### config.mk
export PLATFORM = sky130hd
export DESIGN_NAME = pg_guard_host_flat
export DESIGN_NICKNAME = d
export VERILOG_FILES = /design/src/core/pg_pkg.sv /design/src/core/pg_link_if.sv /design/src/core/pg_guard_host.sv /design/src/flat_wrapper.sv
export SDC_FILE = /design/constraint.sdc
export NUM_CORES = 1
export LEC_CHECK = 0
export ABC_CLOCK_PERIOD_IN_PS = 3300
export BUFFER_PORTS_ARGS = -buffer_cell sky130_fd_sc_hd__buf_4
export CAP_MARGIN = 10
export CORE_AREA = 2 2 122 124
export CTS_CLUSTER_DIAMETER = 80
export DETAILED_ROUTE_END_ITERATION = 16
export DIE_AREA = 0 0 124 126
export PLACE_DENSITY_LB_ADDON = 0.15
export SLEW_MARGIN = 20
export SYNTH_ARGS = -nofsm -noshare
export SYNTH_HDL_FRONTEND = slang
export SYNTH_SLANG_ARGS = --single-unit
### constraint.sdc
create_clock -name sys_clk -period 3.3 [get_ports sys_clk]
set_clock_uncertainty 0.05 [all_clocks]
set_input_delay 0.165 -clock sys_clk [delete_from_list [all_inputs] [get_ports sys_clk]]
set_output_delay 0.165 -clock sys_clk [all_outputs]
set_load 0.01 [all_outputs]
### src/core/pg_pkg.sv
// ==========================================================================
// shared constants for the protected region guard
package pg_pkg;

  // ========================================================================
  // device register map (byte offsets on the guard's register port)
  localparam int          PG_ADDR_W        = 12;
  localparam logic [11:0] PG_PROT_EN_OFF   = 12'h064;
  localparam logic [11:0] PG_LOW_BASE_OFF  = 12'h068;
  localparam logic [11:0] PG_LOW_LIMIT_OFF = 12'h06C;

  // ========================================================================
  // field positions and values after reset
  localparam int          PG_EN_BIT        = 31;
  localparam int          PG_STS_BIT       = 0;
  localparam logic [31:0] PG_LOW_BASE_RST  = 32'h0000_0000;
  localparam logic [31:0] PG_LOW_LIMIT_RST = 32'h0000_0000;
  localparam logic        PG_EN_RST        = 1'b0;

  // ========================================================================
  // controller user registers (byte offsets on its plain port)
  localparam logic [7:0]  PG_H_FWD_ADDR_OFF  = 8'h00;
  localparam logic [7:0]  PG_H_FWD_DATA_OFF  = 8'h04;
  localparam logic [7:0]  PG_H_FWD_CMD_OFF   = 8'h08;
  localparam logic [7:0]  PG_H_FWD_RDATA_OFF = 8'h0C;
  localparam logic [7:0]  PG_H_DMA_ADDR_OFF  = 8'h10;
  localparam logic [7:0]  PG_H_DMA_CMD_OFF   = 8'h14;
  localparam logic [7:0]  PG_H_STATUS_OFF    = 8'h18;

  // controller command and status bit positions
  localparam int PG_H_CMD_WR_BIT  = 0;
  localparam int PG_H_CMD_RD_BIT  = 1;
  localparam int PG_H_ST_DMA_DONE = 0;
  localparam int PG_H_ST_DMA_BLK  = 1;
  localparam int PG_H_ST_REFUSED  = 2;
  localparam int PG_H_ST_GUARD    = 3;
  localparam int PG_H_ST_DMA_PEND = 4;
  localparam int PG_H_ST_FWD_DONE = 5;

  // ========================================================================
  // kinds of memory request seen by the guard
  typedef enum logic [1:0] {
    PG_REQ_PASS,
    PG_REQ_REMAP,
    PG_REQ_CACHE,
    PG_REQ_FETCH
  } pg_req_t;

  // guard sequencing states
  typedef enum logic [1:0] {
    PG_ST_OFF,
    PG_ST_DRAIN,
    PG_ST_ON,
    PG_ST_STOP
  } pg_state_t;

endpackage

### src/core/pg_link_if.sv
`timescale 1ns/1ns
// ==========================================================================
// link between the guard and the request path / programming controller
interface pg_link_if;
  import pg_pkg::*;

  logic [11:0] reg_addr;
  logic [31:0] reg_wdata;
  logic        reg_wr;
  logic        reg_rd;
  logic [31:0] reg_rdata;
  logic        dma_valid;
  logic [31:0] dma_addr;
  pg_req_t     dma_kind;
  logic        resp_valid;
  logic        resp_block;
  logic        drain_req;
  logic        drain_done;
  logic        prot_status;

  modport dev (
    input  reg_addr, reg_wdata, reg_wr, reg_rd, dma_valid, dma_addr, dma_kind, drain_done,
    output reg_rdata, resp_valid, resp_block, drain_req, prot_status
  );

  modport host (
    output reg_addr, reg_wdata, reg_wr, reg_rd, dma_valid, dma_addr, dma_kind, drain_done,
    input  reg_rdata, resp_valid, resp_block, drain_req, prot_status
  );

endinterface

### src/core/pg_guard_host.sv
// The implementer's own choice: the strobed register port.
`timescale 1ns/1ns
// ==========================================================================
// request path and programming controller end
module pg_guard_host
  import pg_pkg::*;
(
  input  wire logic        sys_clk,
  input  wire logic        srst,
  input  wire logic        ce,
  pg_link_if.host          lnk,
  input  wire logic [7:0]  usr_addr,
  input  wire logic [31:0] usr_wdata,
  input  wire logic        usr_wr,
  input  wire logic        usr_rd,
  output logic      [31:0] usr_rdata
);

  logic [11:0] fwd_addr_r;
  logic [31:0] fwd_data_r;
  logic [31:0] fwd_rdata_r;
  logic        reg_wr_r;
  logic        reg_rd_r;
  logic        rd_wait_r;
  logic        fwd_done_r;
  logic        base_set_r;
  logic        refused_r;
  logic [31:0] dma_addr_r;
  pg_req_t     dma_kind_r;
  logic        dma_pend_r;
  logic        dma_valid_r;
  logic        out_r;
  logic        dma_done_r;
  logic        dma_blk_r;
  logic [31:0] usr_rdata_r;

  logic        cmd_go;
  logic        cmd_wr;
  logic        cmd_rd;
  logic        tgt_region;
  logic        bad_order;
  logic        refuse;
  logic        dma_go;
  logic        dma_issue;

  // ========================================================================
  // forwarded register access with software ordering checks
  assign cmd_go     = ce && usr_wr && (usr_addr == PG_H_FWD_CMD_OFF);
  assign cmd_wr     = usr_wdata[PG_H_CMD_WR_BIT];
  assign cmd_rd     = usr_wdata[PG_H_CMD_RD_BIT] && !cmd_wr;
  assign tgt_region = (fwd_addr_r == PG_LOW_BASE_OFF) || (fwd_addr_r == PG_LOW_LIMIT_OFF);
  // R13 no change while status set
  // R12 base before enable
  assign bad_order  = (tgt_region && lnk.prot_status) ||
                      ((fwd_addr_r == PG_PROT_EN_OFF) && fwd_data_r[PG_EN_BIT] && !base_set_r);
  assign refuse     = cmd_go && cmd_wr && bad_order;

  // address and data staging registers
  always_ff @(posedge sys_clk) begin
    if (srst) begin
      fwd_addr_r <= 12'h000;
      fwd_data_r <= 32'h0000_0000;
    end else if (ce && usr_wr) begin
      if (usr_addr == PG_H_FWD_ADDR_OFF) begin
        fwd_addr_r <= usr_wdata[11:0];
      end
      if (usr_addr == PG_H_FWD_DATA_OFF) begin
        fwd_data_r <= usr_wdata;
      end
    end
  end

  // one-cycle strobes toward the guard, read data caught two edges later
  always_ff @(posedge sys_clk) begin
    if (srst) begin
      reg_wr_r    <= 1'b0;
      reg_rd_r    <= 1'b0;
      rd_wait_r   <= 1'b0;
      fwd_done_r  <= 1'b0;
      fwd_rdata_r <= 32'h0000_0000;
    end else if (ce) begin
      reg_wr_r  <= cmd_go && cmd_wr && !bad_order;
      reg_rd_r  <= cmd_go && cmd_rd;
      rd_wait_r <= reg_rd_r;
      if (cmd_go) begin
        fwd_done_r <= cmd_wr && !bad_order;
      end else if (rd_wait_r) begin
        fwd_done_r <= 1'b1;
      end
      if (rd_wait_r) begin
        fwd_rdata_r <= lnk.reg_rdata;
      end
    end
  end

  // base programmed flag and sticky refusal; a new refusal beats the clear
  always_ff @(posedge sys_clk) begin
    if (srst) begin
      base_set_r <= 1'b0;
      refused_r  <= 1'b0;
    end else if (ce) begin
      if (cmd_go && cmd_wr && !bad_order && (fwd_addr_r == PG_LOW_BASE_OFF)) begin
        base_set_r <= 1'b1;
      end
      if (refuse) begin
        refused_r <= 1'b1;
      end else if (usr_wr && (usr_addr == PG_H_STATUS_OFF) && usr_wdata[PG_H_ST_REFUSED]) begin
        refused_r <= 1'b0;
      end
    end
  end

  // ========================================================================
  // memory requests; none issued while the guard asks for a drain
  assign dma_go    = ce && usr_wr && (usr_addr == PG_H_DMA_CMD_OFF);
  assign dma_issue = dma_pend_r && !lnk.drain_req && !out_r && !dma_valid_r;

  // request staging, issue and answer tracking
  always_ff @(posedge sys_clk) begin
    if (srst) begin
      dma_addr_r  <= 32'h0000_0000;
      dma_kind_r  <= PG_REQ_PASS;
      dma_pend_r  <= 1'b0;
      dma_valid_r <= 1'b0;
      out_r       <= 1'b0;
      dma_done_r  <= 1'b0;
      dma_blk_r   <= 1'b0;
    end else if (ce) begin
      if (usr_wr && (usr_addr == PG_H_DMA_ADDR_OFF)) begin
        dma_addr_r <= usr_wdata;
      end
      dma_valid_r <= dma_issue;
      if (dma_go && !dma_pend_r) begin
        dma_kind_r <= pg_req_t'(usr_wdata[1:0]);
        dma_pend_r <= 1'b1;
        dma_done_r <= 1'b0;
      end else if (dma_issue) begin
        dma_pend_r <= 1'b0;
      end
      if (dma_issue) begin
        out_r <= 1'b1;
      end else if (lnk.resp_valid) begin
        out_r      <= 1'b0;
        dma_done_r <= 1'b1;
        dma_blk_r  <= lnk.resp_block;
      end
    end
  end

  // ========================================================================
  // user read port, data one cycle after the strobe
  always_ff @(posedge sys_clk) begin
    if (srst) begin
      usr_rdata_r <= 32'h0000_0000;
    end else if (ce && usr_rd) begin
      case (usr_addr)
        PG_H_FWD_ADDR_OFF:  usr_rdata_r <= {20'h00000, fwd_addr_r};
        PG_H_FWD_DATA_OFF:  usr_rdata_r <= fwd_data_r;
        PG_H_FWD_RDATA_OFF: usr_rdata_r <= fwd_rdata_r;
        PG_H_DMA_ADDR_OFF:  usr_rdata_r <= dma_addr_r;
        PG_H_STATUS_OFF:    usr_rdata_r <= {26'h0000000, fwd_done_r, dma_pend_r,
                                            lnk.prot_status, refused_r, dma_blk_r, dma_done_r};
        default:            usr_rdata_r <= 32'h0000_0000;
      endcase
    end
  end

  assign usr_rdata      = usr_rdata_r;
  assign lnk.reg_addr   = fwd_addr_r;
  assign lnk.reg_wdata  = fwd_data_r;
  assign lnk.reg_wr     = reg_wr_r;
  assign lnk.reg_rd     = reg_rd_r;
  assign lnk.dma_valid  = dma_valid_r;
  assign lnk.dma_addr   = dma_addr_r;
  assign lnk.dma_kind   = dma_kind_r;
  // drain granted once nothing is in flight or about to launch
  assign lnk.drain_done = lnk.drain_req && !out_r && !dma_valid_r;

endmodule

### src/flat_wrapper.sv
// flat-port wrapper written by rule: the top's interface ports become plain ports
module pg_guard_host_flat import pg_pkg::*;
  (sys_clk, srst, ce, usr_addr, usr_wdata, usr_wr, usr_rd, usr_rdata, lnk_reg_addr, lnk_reg_wdata, lnk_reg_wr, lnk_reg_rd, lnk_dma_valid, lnk_dma_addr, lnk_dma_kind, lnk_drain_done, lnk_reg_rdata, lnk_resp_valid, lnk_resp_block, lnk_drain_req, lnk_prot_status);
  pg_link_if lnk_i ();
  input  wire logic sys_clk;
  input  wire logic srst;
  input  wire logic ce;
  input  wire logic [7:0] usr_addr;
  input  wire logic [31:0] usr_wdata;
  input  wire logic usr_wr;
  input  wire logic usr_rd;
  output logic      [31:0] usr_rdata;
  output wire logic [$bits(lnk_i.reg_addr)-1:0] lnk_reg_addr;
  output wire logic [$bits(lnk_i.reg_wdata)-1:0] lnk_reg_wdata;
  output wire logic [$bits(lnk_i.reg_wr)-1:0] lnk_reg_wr;
  output wire logic [$bits(lnk_i.reg_rd)-1:0] lnk_reg_rd;
  output wire logic [$bits(lnk_i.dma_valid)-1:0] lnk_dma_valid;
  output wire logic [$bits(lnk_i.dma_addr)-1:0] lnk_dma_addr;
  output wire logic [$bits(lnk_i.dma_kind)-1:0] lnk_dma_kind;
  output wire logic [$bits(lnk_i.drain_done)-1:0] lnk_drain_done;
  input wire logic [$bits(lnk_i.reg_rdata)-1:0] lnk_reg_rdata;
  input wire logic [$bits(lnk_i.resp_valid)-1:0] lnk_resp_valid;
  input wire logic [$bits(lnk_i.resp_block)-1:0] lnk_resp_block;
  input wire logic [$bits(lnk_i.drain_req)-1:0] lnk_drain_req;
  input wire logic [$bits(lnk_i.prot_status)-1:0] lnk_prot_status;
  assign lnk_reg_addr = lnk_i.reg_addr;
  assign lnk_reg_wdata = lnk_i.reg_wdata;
  assign lnk_reg_wr = lnk_i.reg_wr;
  assign lnk_reg_rd = lnk_i.reg_rd;
  assign lnk_dma_valid = lnk_i.dma_valid;
  assign lnk_dma_addr = lnk_i.dma_addr;
  assign lnk_dma_kind = lnk_i.dma_kind;
  assign lnk_drain_done = lnk_i.drain_done;
  assign lnk_i.reg_rdata = lnk_reg_rdata;
  assign lnk_i.resp_valid = lnk_resp_valid;
  assign lnk_i.resp_block = lnk_resp_block;
  assign lnk_i.drain_req = lnk_drain_req;
  assign lnk_i.prot_status = lnk_prot_status;
  pg_guard_host u_core (.sys_clk(sys_clk), .srst(srst), .ce(ce), .lnk(lnk_i), .usr_addr(usr_addr), .usr_wdata(usr_wdata), .usr_wr(usr_wr), .usr_rd(usr_rd), .usr_rdata(usr_rdata));
endmodule
==> metrics.cfg, run 1 <==
[timing]
finalHoldViolCount = 0
setup_viol = 0
tns_ns = 0
drv_slew = 0
fin_crit_sh_pct = 56.2
holdWs_ns = 0.0400
setup_ws_ns = 1.44
timing.slew.headroom_pct = 50.1
rsz0062_at_grt = false
worst_pin_slew_ns = 0.748
max_freq_mhz = 539
timing.final.crit_period_ns = 1.86

[drt]
ant_nets = 0
drtPass1Iterations = 5
drc = 0
drt_wl_total_um = 21100
via_per_inst = 5.52
wl_met3_um = 1630
drt-met1-wl_um = 8810
highest_layer = met4
dr_wl_met2_um = 10200
via_count = 6381
post_drt_wl_per_cell_um = 18.2
drt_iter0_drc = 619

[clocking]
root_buffer = clkbuf_16
cts_resized = 0
cts_buffers = 17
clock_sinks = 153
htree_levels = 4
cts-hold-fix-buffers = 66
clkSlewWorstSetupHoldPaths_ns = 0.06
clock_latency_ns = 0.43
cts_tree = built
post_cts_buffers = 0
clockBufferDepth = 2

[die]
die_w_um = 124
initial_core_util_pct = 43.9
dieHeight_um = 126
io_pins = 195
core_area_mm2 = 0.0143
die_area_mm2 = 0.0156
rows = 44

[yosys]
postSynth.asyncResetShare_pct = 0
synthCells = 725
ys_warn_count = 0
synth_edf_count = 0
ys_types = 42
synth_area_mm2 = 0.00628
netlist.area_leader.share_pct = 48.8
synth_nets = 806
ys.flop_type = dfxtp_1
yosysTopAreaCell = dfxtp_1
ys_ff_latch = 153
syn_area_per_cell_um2 = 8.66
yosysSeqAreaShare_pct = 48.8
synthTopCellsByArea = dfxtp_1 (49%), nand2_1 (12%), a21oi_1 (8.3%)

[placement]
post-place-cells = 1058
dp_hpwl_um = 13800
pre_cts_slack_ns = 1.16
gp_congestion = 0.914
port_buffers = 194

[worst_setup_path]
critPathCaptureType = flop
start_kind = flop
cp.required_ns = 3.60
cp_cell_sequence = or4bb_1 -> a2111oi_0 -> nand3_1 -> a21oi_1
cp_top_family = simple AND/OR/NAND/NOR gates
path_max_fanout = 5
slowest_delay_ns = 0.53
worstSetupPathType = reg -> reg
cp_num_buf_inv = 0
worst_path_max_delay_cell = or4bb_1
arrival_ns = 2.16

[finish]
area_delta_synth_final_pct = 44.8
insertedDiodeCount = 0
layout.nets = 1040
finalNonFillerCells = 1156
drive_gt1_share_pct = 26.7

[power]
power_density_mw_per_mm2 = 456
total_power_uw = 4140
p_switching_uw = 936
switching_share_pct = 22.6
power_frac_clock_pct = 48.5
internal-power_uw = 3210
combPwrFrac_pct = 6.7
irDropWorstVdd_uv = 305
pwr-share-seq_pct = 44.8
power_leakage_uw = 0.00352

[grt]
grt_max_degree = 50
antenna_found_initial = 0
first_global_vias = 6034
overflow = 0
grtUsageTotal_pct = 26.5
grt_pass1_wl_um = 31700

[run]
drv_cap = 0

[status]
status = finished, final reports clean

[worst_hold_path]
hold_class = in -> reg

## synthesized netlist by cell type, drive strengths merged (2+ instances only)
cell and number:
inv 2, buf 23, nand4 3, a2111oi 2
nor3b 4, a22o 33, mux2i 24, a2bb2oi 6
nor2 28, nor4b 5, nor4 2, a21oi 104
a211oi 2, nand2b 2, clkbuf 36, a22oi 21
or4 2, a221oi 5, a311oi 2, nand3 6
nor3 7, dfxtp 153, o2bb2ai 29, nand2 205
and2 6, and3 3, nor2b 2
## metal layers
metal	up-vias	GRT usage (%)
li1	3015	-
met4	0	11.2
met2	305	42.5
met3	45	5.30
met5	-	0
met1	3016	34.5
## flip-flops by register name, indices dropped and copies added (netlist names)
name and flops:
u_core.lnk.reg_wdata 32, u_core.dma_pend_r 1, u_core.out_r 1, u_core.refused_r 1, u_core.usr_rdata 32, u_core.fwd_done_r 1
u_core.fwd_rdata_r 32, u_core.lnk.reg_rd 1, u_core.lnk.dma_kind 2, u_core.lnk.dma_valid 1, u_core.lnk.dma_addr 32, u_core.lnk.reg_wr 1
u_core.dma_blk_r 1, u_core.rd_wait_r 1, u_core.lnk.reg_addr 12, u_core.base_set_r 1, u_core.dma_done_r 1
## worst paths after layout
check                           slack (ns)                    from  depth (start not counted)                endpoint
worst max-delay path                  1.44  u_core.lnk.reg_addr[2]                          4        u_core.refused_r
worst min-delay path                  0.04           lnk_drain_req                          4            u_core.out_r
worst max register to register        1.44  u_core.lnk.reg_addr[2]                          4        u_core.refused_r
worst min register to register        0.40  u_core.fwd_rdata_r[25]                          2  u_core.fwd_rdata_r[25]
## power by group through the flow
| stage | Combinational, µW | Sequential [µW] | Clock, µW |
|---|---|---|---|
| after floorplan | 85.1 | 1900 | 0 |
| after global placement | 211 | 1900 | 0 |
| after detailed placement | 213 | 1900 | 0 |
| after CTS | 276 | 1860 | 2030 |
| after global routing | 297 | 1860 | 2110 |
| final | 279 | 1860 | 2010 |
## cell families (layout without fill, tap and decap cells)
group	count (synthesis)	count (layout)	synth area share, %
mux	24	24	3.83
simple gates	279	279	20.4
compound gates	208	208	22.7
flops	153	153	48.8
buf+inv	61	308	4.32
## cell usage in the layout, fill, tap and decap left out, drive strengths merged, types with 3 or more instances in the layout
cell type | Yosys | final
dlygate4sd3 | 0 | 66
o2bb2ai | 29 | 29
a2bb2oi | 6 | 6
and3 | 3 | 3
nor3 | 7 | 7
buf | 23 | 208
and2 | 6 | 6
inv | 2 | 4
dfxtp | 153 | 153
clkbuf | 36 | 18
nor4b | 5 | 5
a22o | 33 | 33
a221oi | 5 | 5
nand2 | 205 | 205
a21oi | 104 | 104
nand4 | 3 | 3
nor2 | 28 | 28
nor3b | 4 | 4
nand3 | 6 | 6
clkinvlp | 0 | 3
mux2i | 24 | 24
a22oi | 21 | 21
clkinv | 0 | 6
bufinv | 0 | 3
## cell type report
class,count,area [µm²]
timing repair buffer,274,2220
sequential,153,3060
clock buffer,18,439
fill,1229,5220
clock inverter,14,171
multi-input combinational,511,2960
tap,184,230
inverter,2,7.51
## per-stage QoR
stage                     utilization [%]  area [µm²]
after global routing                 63.5        9090
after global placement               54.6        7820
after CTS                            63.5        9090
after floorplan                         -        6280
after detailed placement             54.6        7820
final                                63.5        9090
## worst min-delay path, delay by kind of cell
| kind | cells | cell delay (ns) |
|---|---|---|
| simple gates | 2 | 0.15 |
| buf+inv | 1 | 0.08 |
| compound gates | 1 | 0.07 |
No activity file was read; power rests on OpenSTA's default activity.
==> run 2: changes to the inputs <==
ABC_AREA = 1   (was unset)
ABC_CLOCK_PERIOD_IN_PS = 1500   (was 3300)
CORE_AREA = 2 2 123 125   (was 2 2 122 124)
DIE_AREA = 0 0 125 127   (was 0 0 124 126)
clock period = 1.5 ns   (was 3.3 ns; I/O delays follow)
==> run 2 against run 1 <==
Net effect:
- sequential cell count unchanged
- critical endpoint is now u_core.lnk.reg_rd
- count of clock-buffer cells in the layout increased by 3
- first-iteration DRC count decreased by 34%
- wire length increased by 0.90%
- area after synthesis increased by 2.0%
- via count increased by 5.5%
==> metrics.cfg, run 2 <==
[yosys]
synthTopCellsByArea = dfxtp_1 (48%), nand2_1 (9.1%), o21ai_0 (7.4%)
netlist.area_leader.share_pct = 47.8  ; -0.97 points
ys_ff_latch = 153  ; unchanged
synth_edf_count = 0  ; unchanged
ys_warn_count = 0  ; unchanged
yosysTopAreaCell = dfxtp_1
synth_area_mm2 = 0.00641  ; +2.0%
ys_types = 25  ; -40%
synth_nets = 932  ; +16%
yosysSeqAreaShare_pct = 47.8  ; -0.97 points
synth_common_cells = nand2_1 (156), dfxtp_1 (153), nor2_1 (116), o21ai_0 (95), a21oi_1 (94)
synthCells = 851  ; +17%
syn_area_per_cell_um2 = 7.53  ; -13%
ys.flop_type = dfxtp_1
postSynth.asyncResetShare_pct = 0  ; unchanged
synth.most_common_cell = nand2_1

[clocking]
cts_tree = built
clkSlewWorstSetupHoldPaths_ns = 0.06  ; about the same
clock_sinks = 153  ; unchanged
clockBufferDepth = 2  ; unchanged
root_buffer = clkbuf_16
post_cts_buffers = 0  ; unchanged
clock_latency_ns = 0.43  ; about the same
cts_buffers = 17  ; unchanged
htree_levels = 4  ; unchanged

[finish]
finalNonFillerCells = 1303  ; +13%
layout.nets = 1187  ; +14%
regArea_mm2 = 0.00306  ; unchanged
drive_gt1_share_pct = 26.4  ; -0.39 points
fillCellCount = 1227  ; -0.16%
multiInputGateArea_mm2 = 0.00286  ; -3.3%
area_delta_synth_final_pct = 48.9
final_cell_mix = buf_4 (207), nand2_1 (156), dfxtp_1 (153)
post-route-util_pct = 66.1  ; +2.6 points
final_common_cell = buf_4
insertedDiodeCount = 0  ; unchanged

[worst_setup_path]
critPathCaptureType = flop
slowest_delay_ns = 0.57  ; +0.04 ns
worst_path_max_delay_cell = dlygate4sd3_1
cp_cell_sequence = dlygate4sd3_1 -> buf_4 -> inv_1 -> nand3b_1 -> a21oi_1 -> dlygate4sd3_1
cp_top_family = buffers and inverters
cp_common_cell = dlygate4sd3_1
arrival_ns = 1.78  ; -0.38 ns
cp_num_buf_inv = 4  ; +4
path_max_fanout = 6  ; +1
worstSetupPathType = in -> reg
start_kind = input pin
cp.required_ns = 1.82  ; -1.78 ns

[grt]
antenna_found_initial = 0  ; unchanged
grtUsageTotal_pct = 26.6  ; +0.096 points
first_global_vias = 6510  ; +7.9%
grt_max_degree = 68  ; +36%
overflow = 0  ; unchanged
grt_pass1_wl_um = 33600  ; +6.3%

[drt]
wl_met3_um = 1410  ; -13%
via_per_inst = 5.16  ; -6.4%
dr_wl_met2_um = 10000  ; -1.2%
ant_nets = 0  ; unchanged
drtPass1Iterations = 5  ; unchanged
drt-met1-wl_um = 9350  ; +6.1%
highest_layer = met4
via_count = 6729  ; +5.5%
drt_iter0_drc = 406  ; -34%
drt_wl_total_um = 21300  ; +0.90%
post_drt_wl_per_cell_um = 16.3  ; -10%
drc = 0  ; unchanged

[status]
status = finished, final reports clean

[timing]
setup_viol = 0  ; unchanged
drv_slew = 0  ; unchanged
worst_pin_slew_ns = 0.407  ; -0.342 ns
tns_ns = 0  ; unchanged
holdWs_ns = 0.0235  ; -0.0165 ns
rsz0062_at_grt = false
max_freq_mhz = 683
timing.final.crit_period_ns = 1.46
timing.slew.headroom_pct = 72.7  ; +23 points
fin_crit_sh_pct = 97.6
finalHoldViolCount = 0  ; unchanged

[die]
die_w_um = 125  ; +0.81%
dieHeight_um = 127  ; +0.79%
initial_core_util_pct = 44.4  ; +0.55 points
rows = 44  ; unchanged
io_pins = 195  ; unchanged
core_area_mm2 = 0.0144  ; +0.77%
die_area_mm2 = 0.0159  ; +1.6%

[power]
power_density_mw_per_mm2 = 991  ; +120%
power_leakage_uw = 0.00418  ; +19%
irDropWorstVdd_uv = 841  ; +180%

[placement]
post-place-cells = 1201  ; +14%
gp_congestion = 0.814  ; -11%
dp_hpwl_um = 13600  ; -1.7%
port_buffers = 194  ; unchanged

[worst_hold_path]
hold_class = in -> reg

[run]
drv_cap = 0  ; unchanged

==> run 2: changes by cell type after synthesis, moves of 6 or more <==
| cell | change |
|---|---|
| o21ai_0 | +94 |
| nor2_1 | +88 |
| nand3_1 | +66 |
| inv_1 | +55 |
| nand2_1 | -49 |
| a22o_1 | -30 |
| o2bb2ai_1 | -29 |
| a211oi_2 | +28 |
| mux2i_1 | -24 |
| a22oi_1 | -21 |
| a21oi_1 | -10 |
| clkbuf_1 | -9 |
| a2bb2oi_1 | -6 |
| buf_4 | +6 |
==> run 2: path summary, 6_finish.rpt <==
path              slack, ns             startpoint                     end  depth (start not counted)
setup / recovery       0.04           usr_wdata[0]       u_core.lnk.reg_rd                          6
hold reg to reg        0.41  u_core.fwd_rdata_r[5]   u_core.fwd_rdata_r[5]                          2
setup reg to reg       0.26      u_core.lnk.reg_rd       u_core.lnk.reg_rd                          3
hold / removal         0.02                   srst  u_core.fwd_rdata_r[15]                          4
==> run 2: per-layer routing <==
layer  vias up  GRT usage [%]
li1       3324              -
met1      3112           34.2
met2       256           44.5
met3        37           5.57
met4         0           9.22
met5         -              0
==> run 2: area by class of cell <==
class,instances,share of cell area [%]
clock buffers,21,4.83
clock inverters,11,1.78
inverters,59,2.32
multi-input cells,584,30.0
flip-flops and latches,153,32.1
well taps,184,2.41
repair buffers,291,26.6
==> run 2: per-stage QoR <==
stage / instance area (µm²) / total power (µW) / setup slack [ns]
2_1_floorplan: 6410 / 4480 / 0.255
3_3_place_gp: 8210 / 4810 / 0.102
3_5_place_dp: 8210 / 4810 / 0.0482
4_1_cts: 9540 / 9490 / 0.0842
5_1_grt: 9540 / 9730 / 0.00619
6_report: 9540 / 9450 / 0.0353
==> run 2: where the power goes <==
group	switching, µW	internal [µW]	total, µW
Clock	1700	2870	4570
Combinational	363	370	733
Sequential	28.1	4120	4140
==> run 2: kinds of logic (layout without fill, tap and decap cells) <==
group                  Yosys count  in the layout  synth area share [%]
AOI/OAI and AO/OA              222            222                  20.8
buffers and inverters          114            382                  7.65
DFF                            153            153                  47.8
and+or+nand+nor                362            362                  23.7
==> run 2: timing repair <==
action,4_1_cts,5_1_grt
endpoints found under the hold margin,118,0
hold buffers,70,0
endpoints found under the setup margin,0,1
resized for setup,0,2
==> run 2: worst register-to-register path, stage by stage (launching register included) <==
cell,delay [ns]
dfxtp_1,0.35
nand2_1,0.06
a21oi_1,0.15
dlygate4sd3_1,0.57
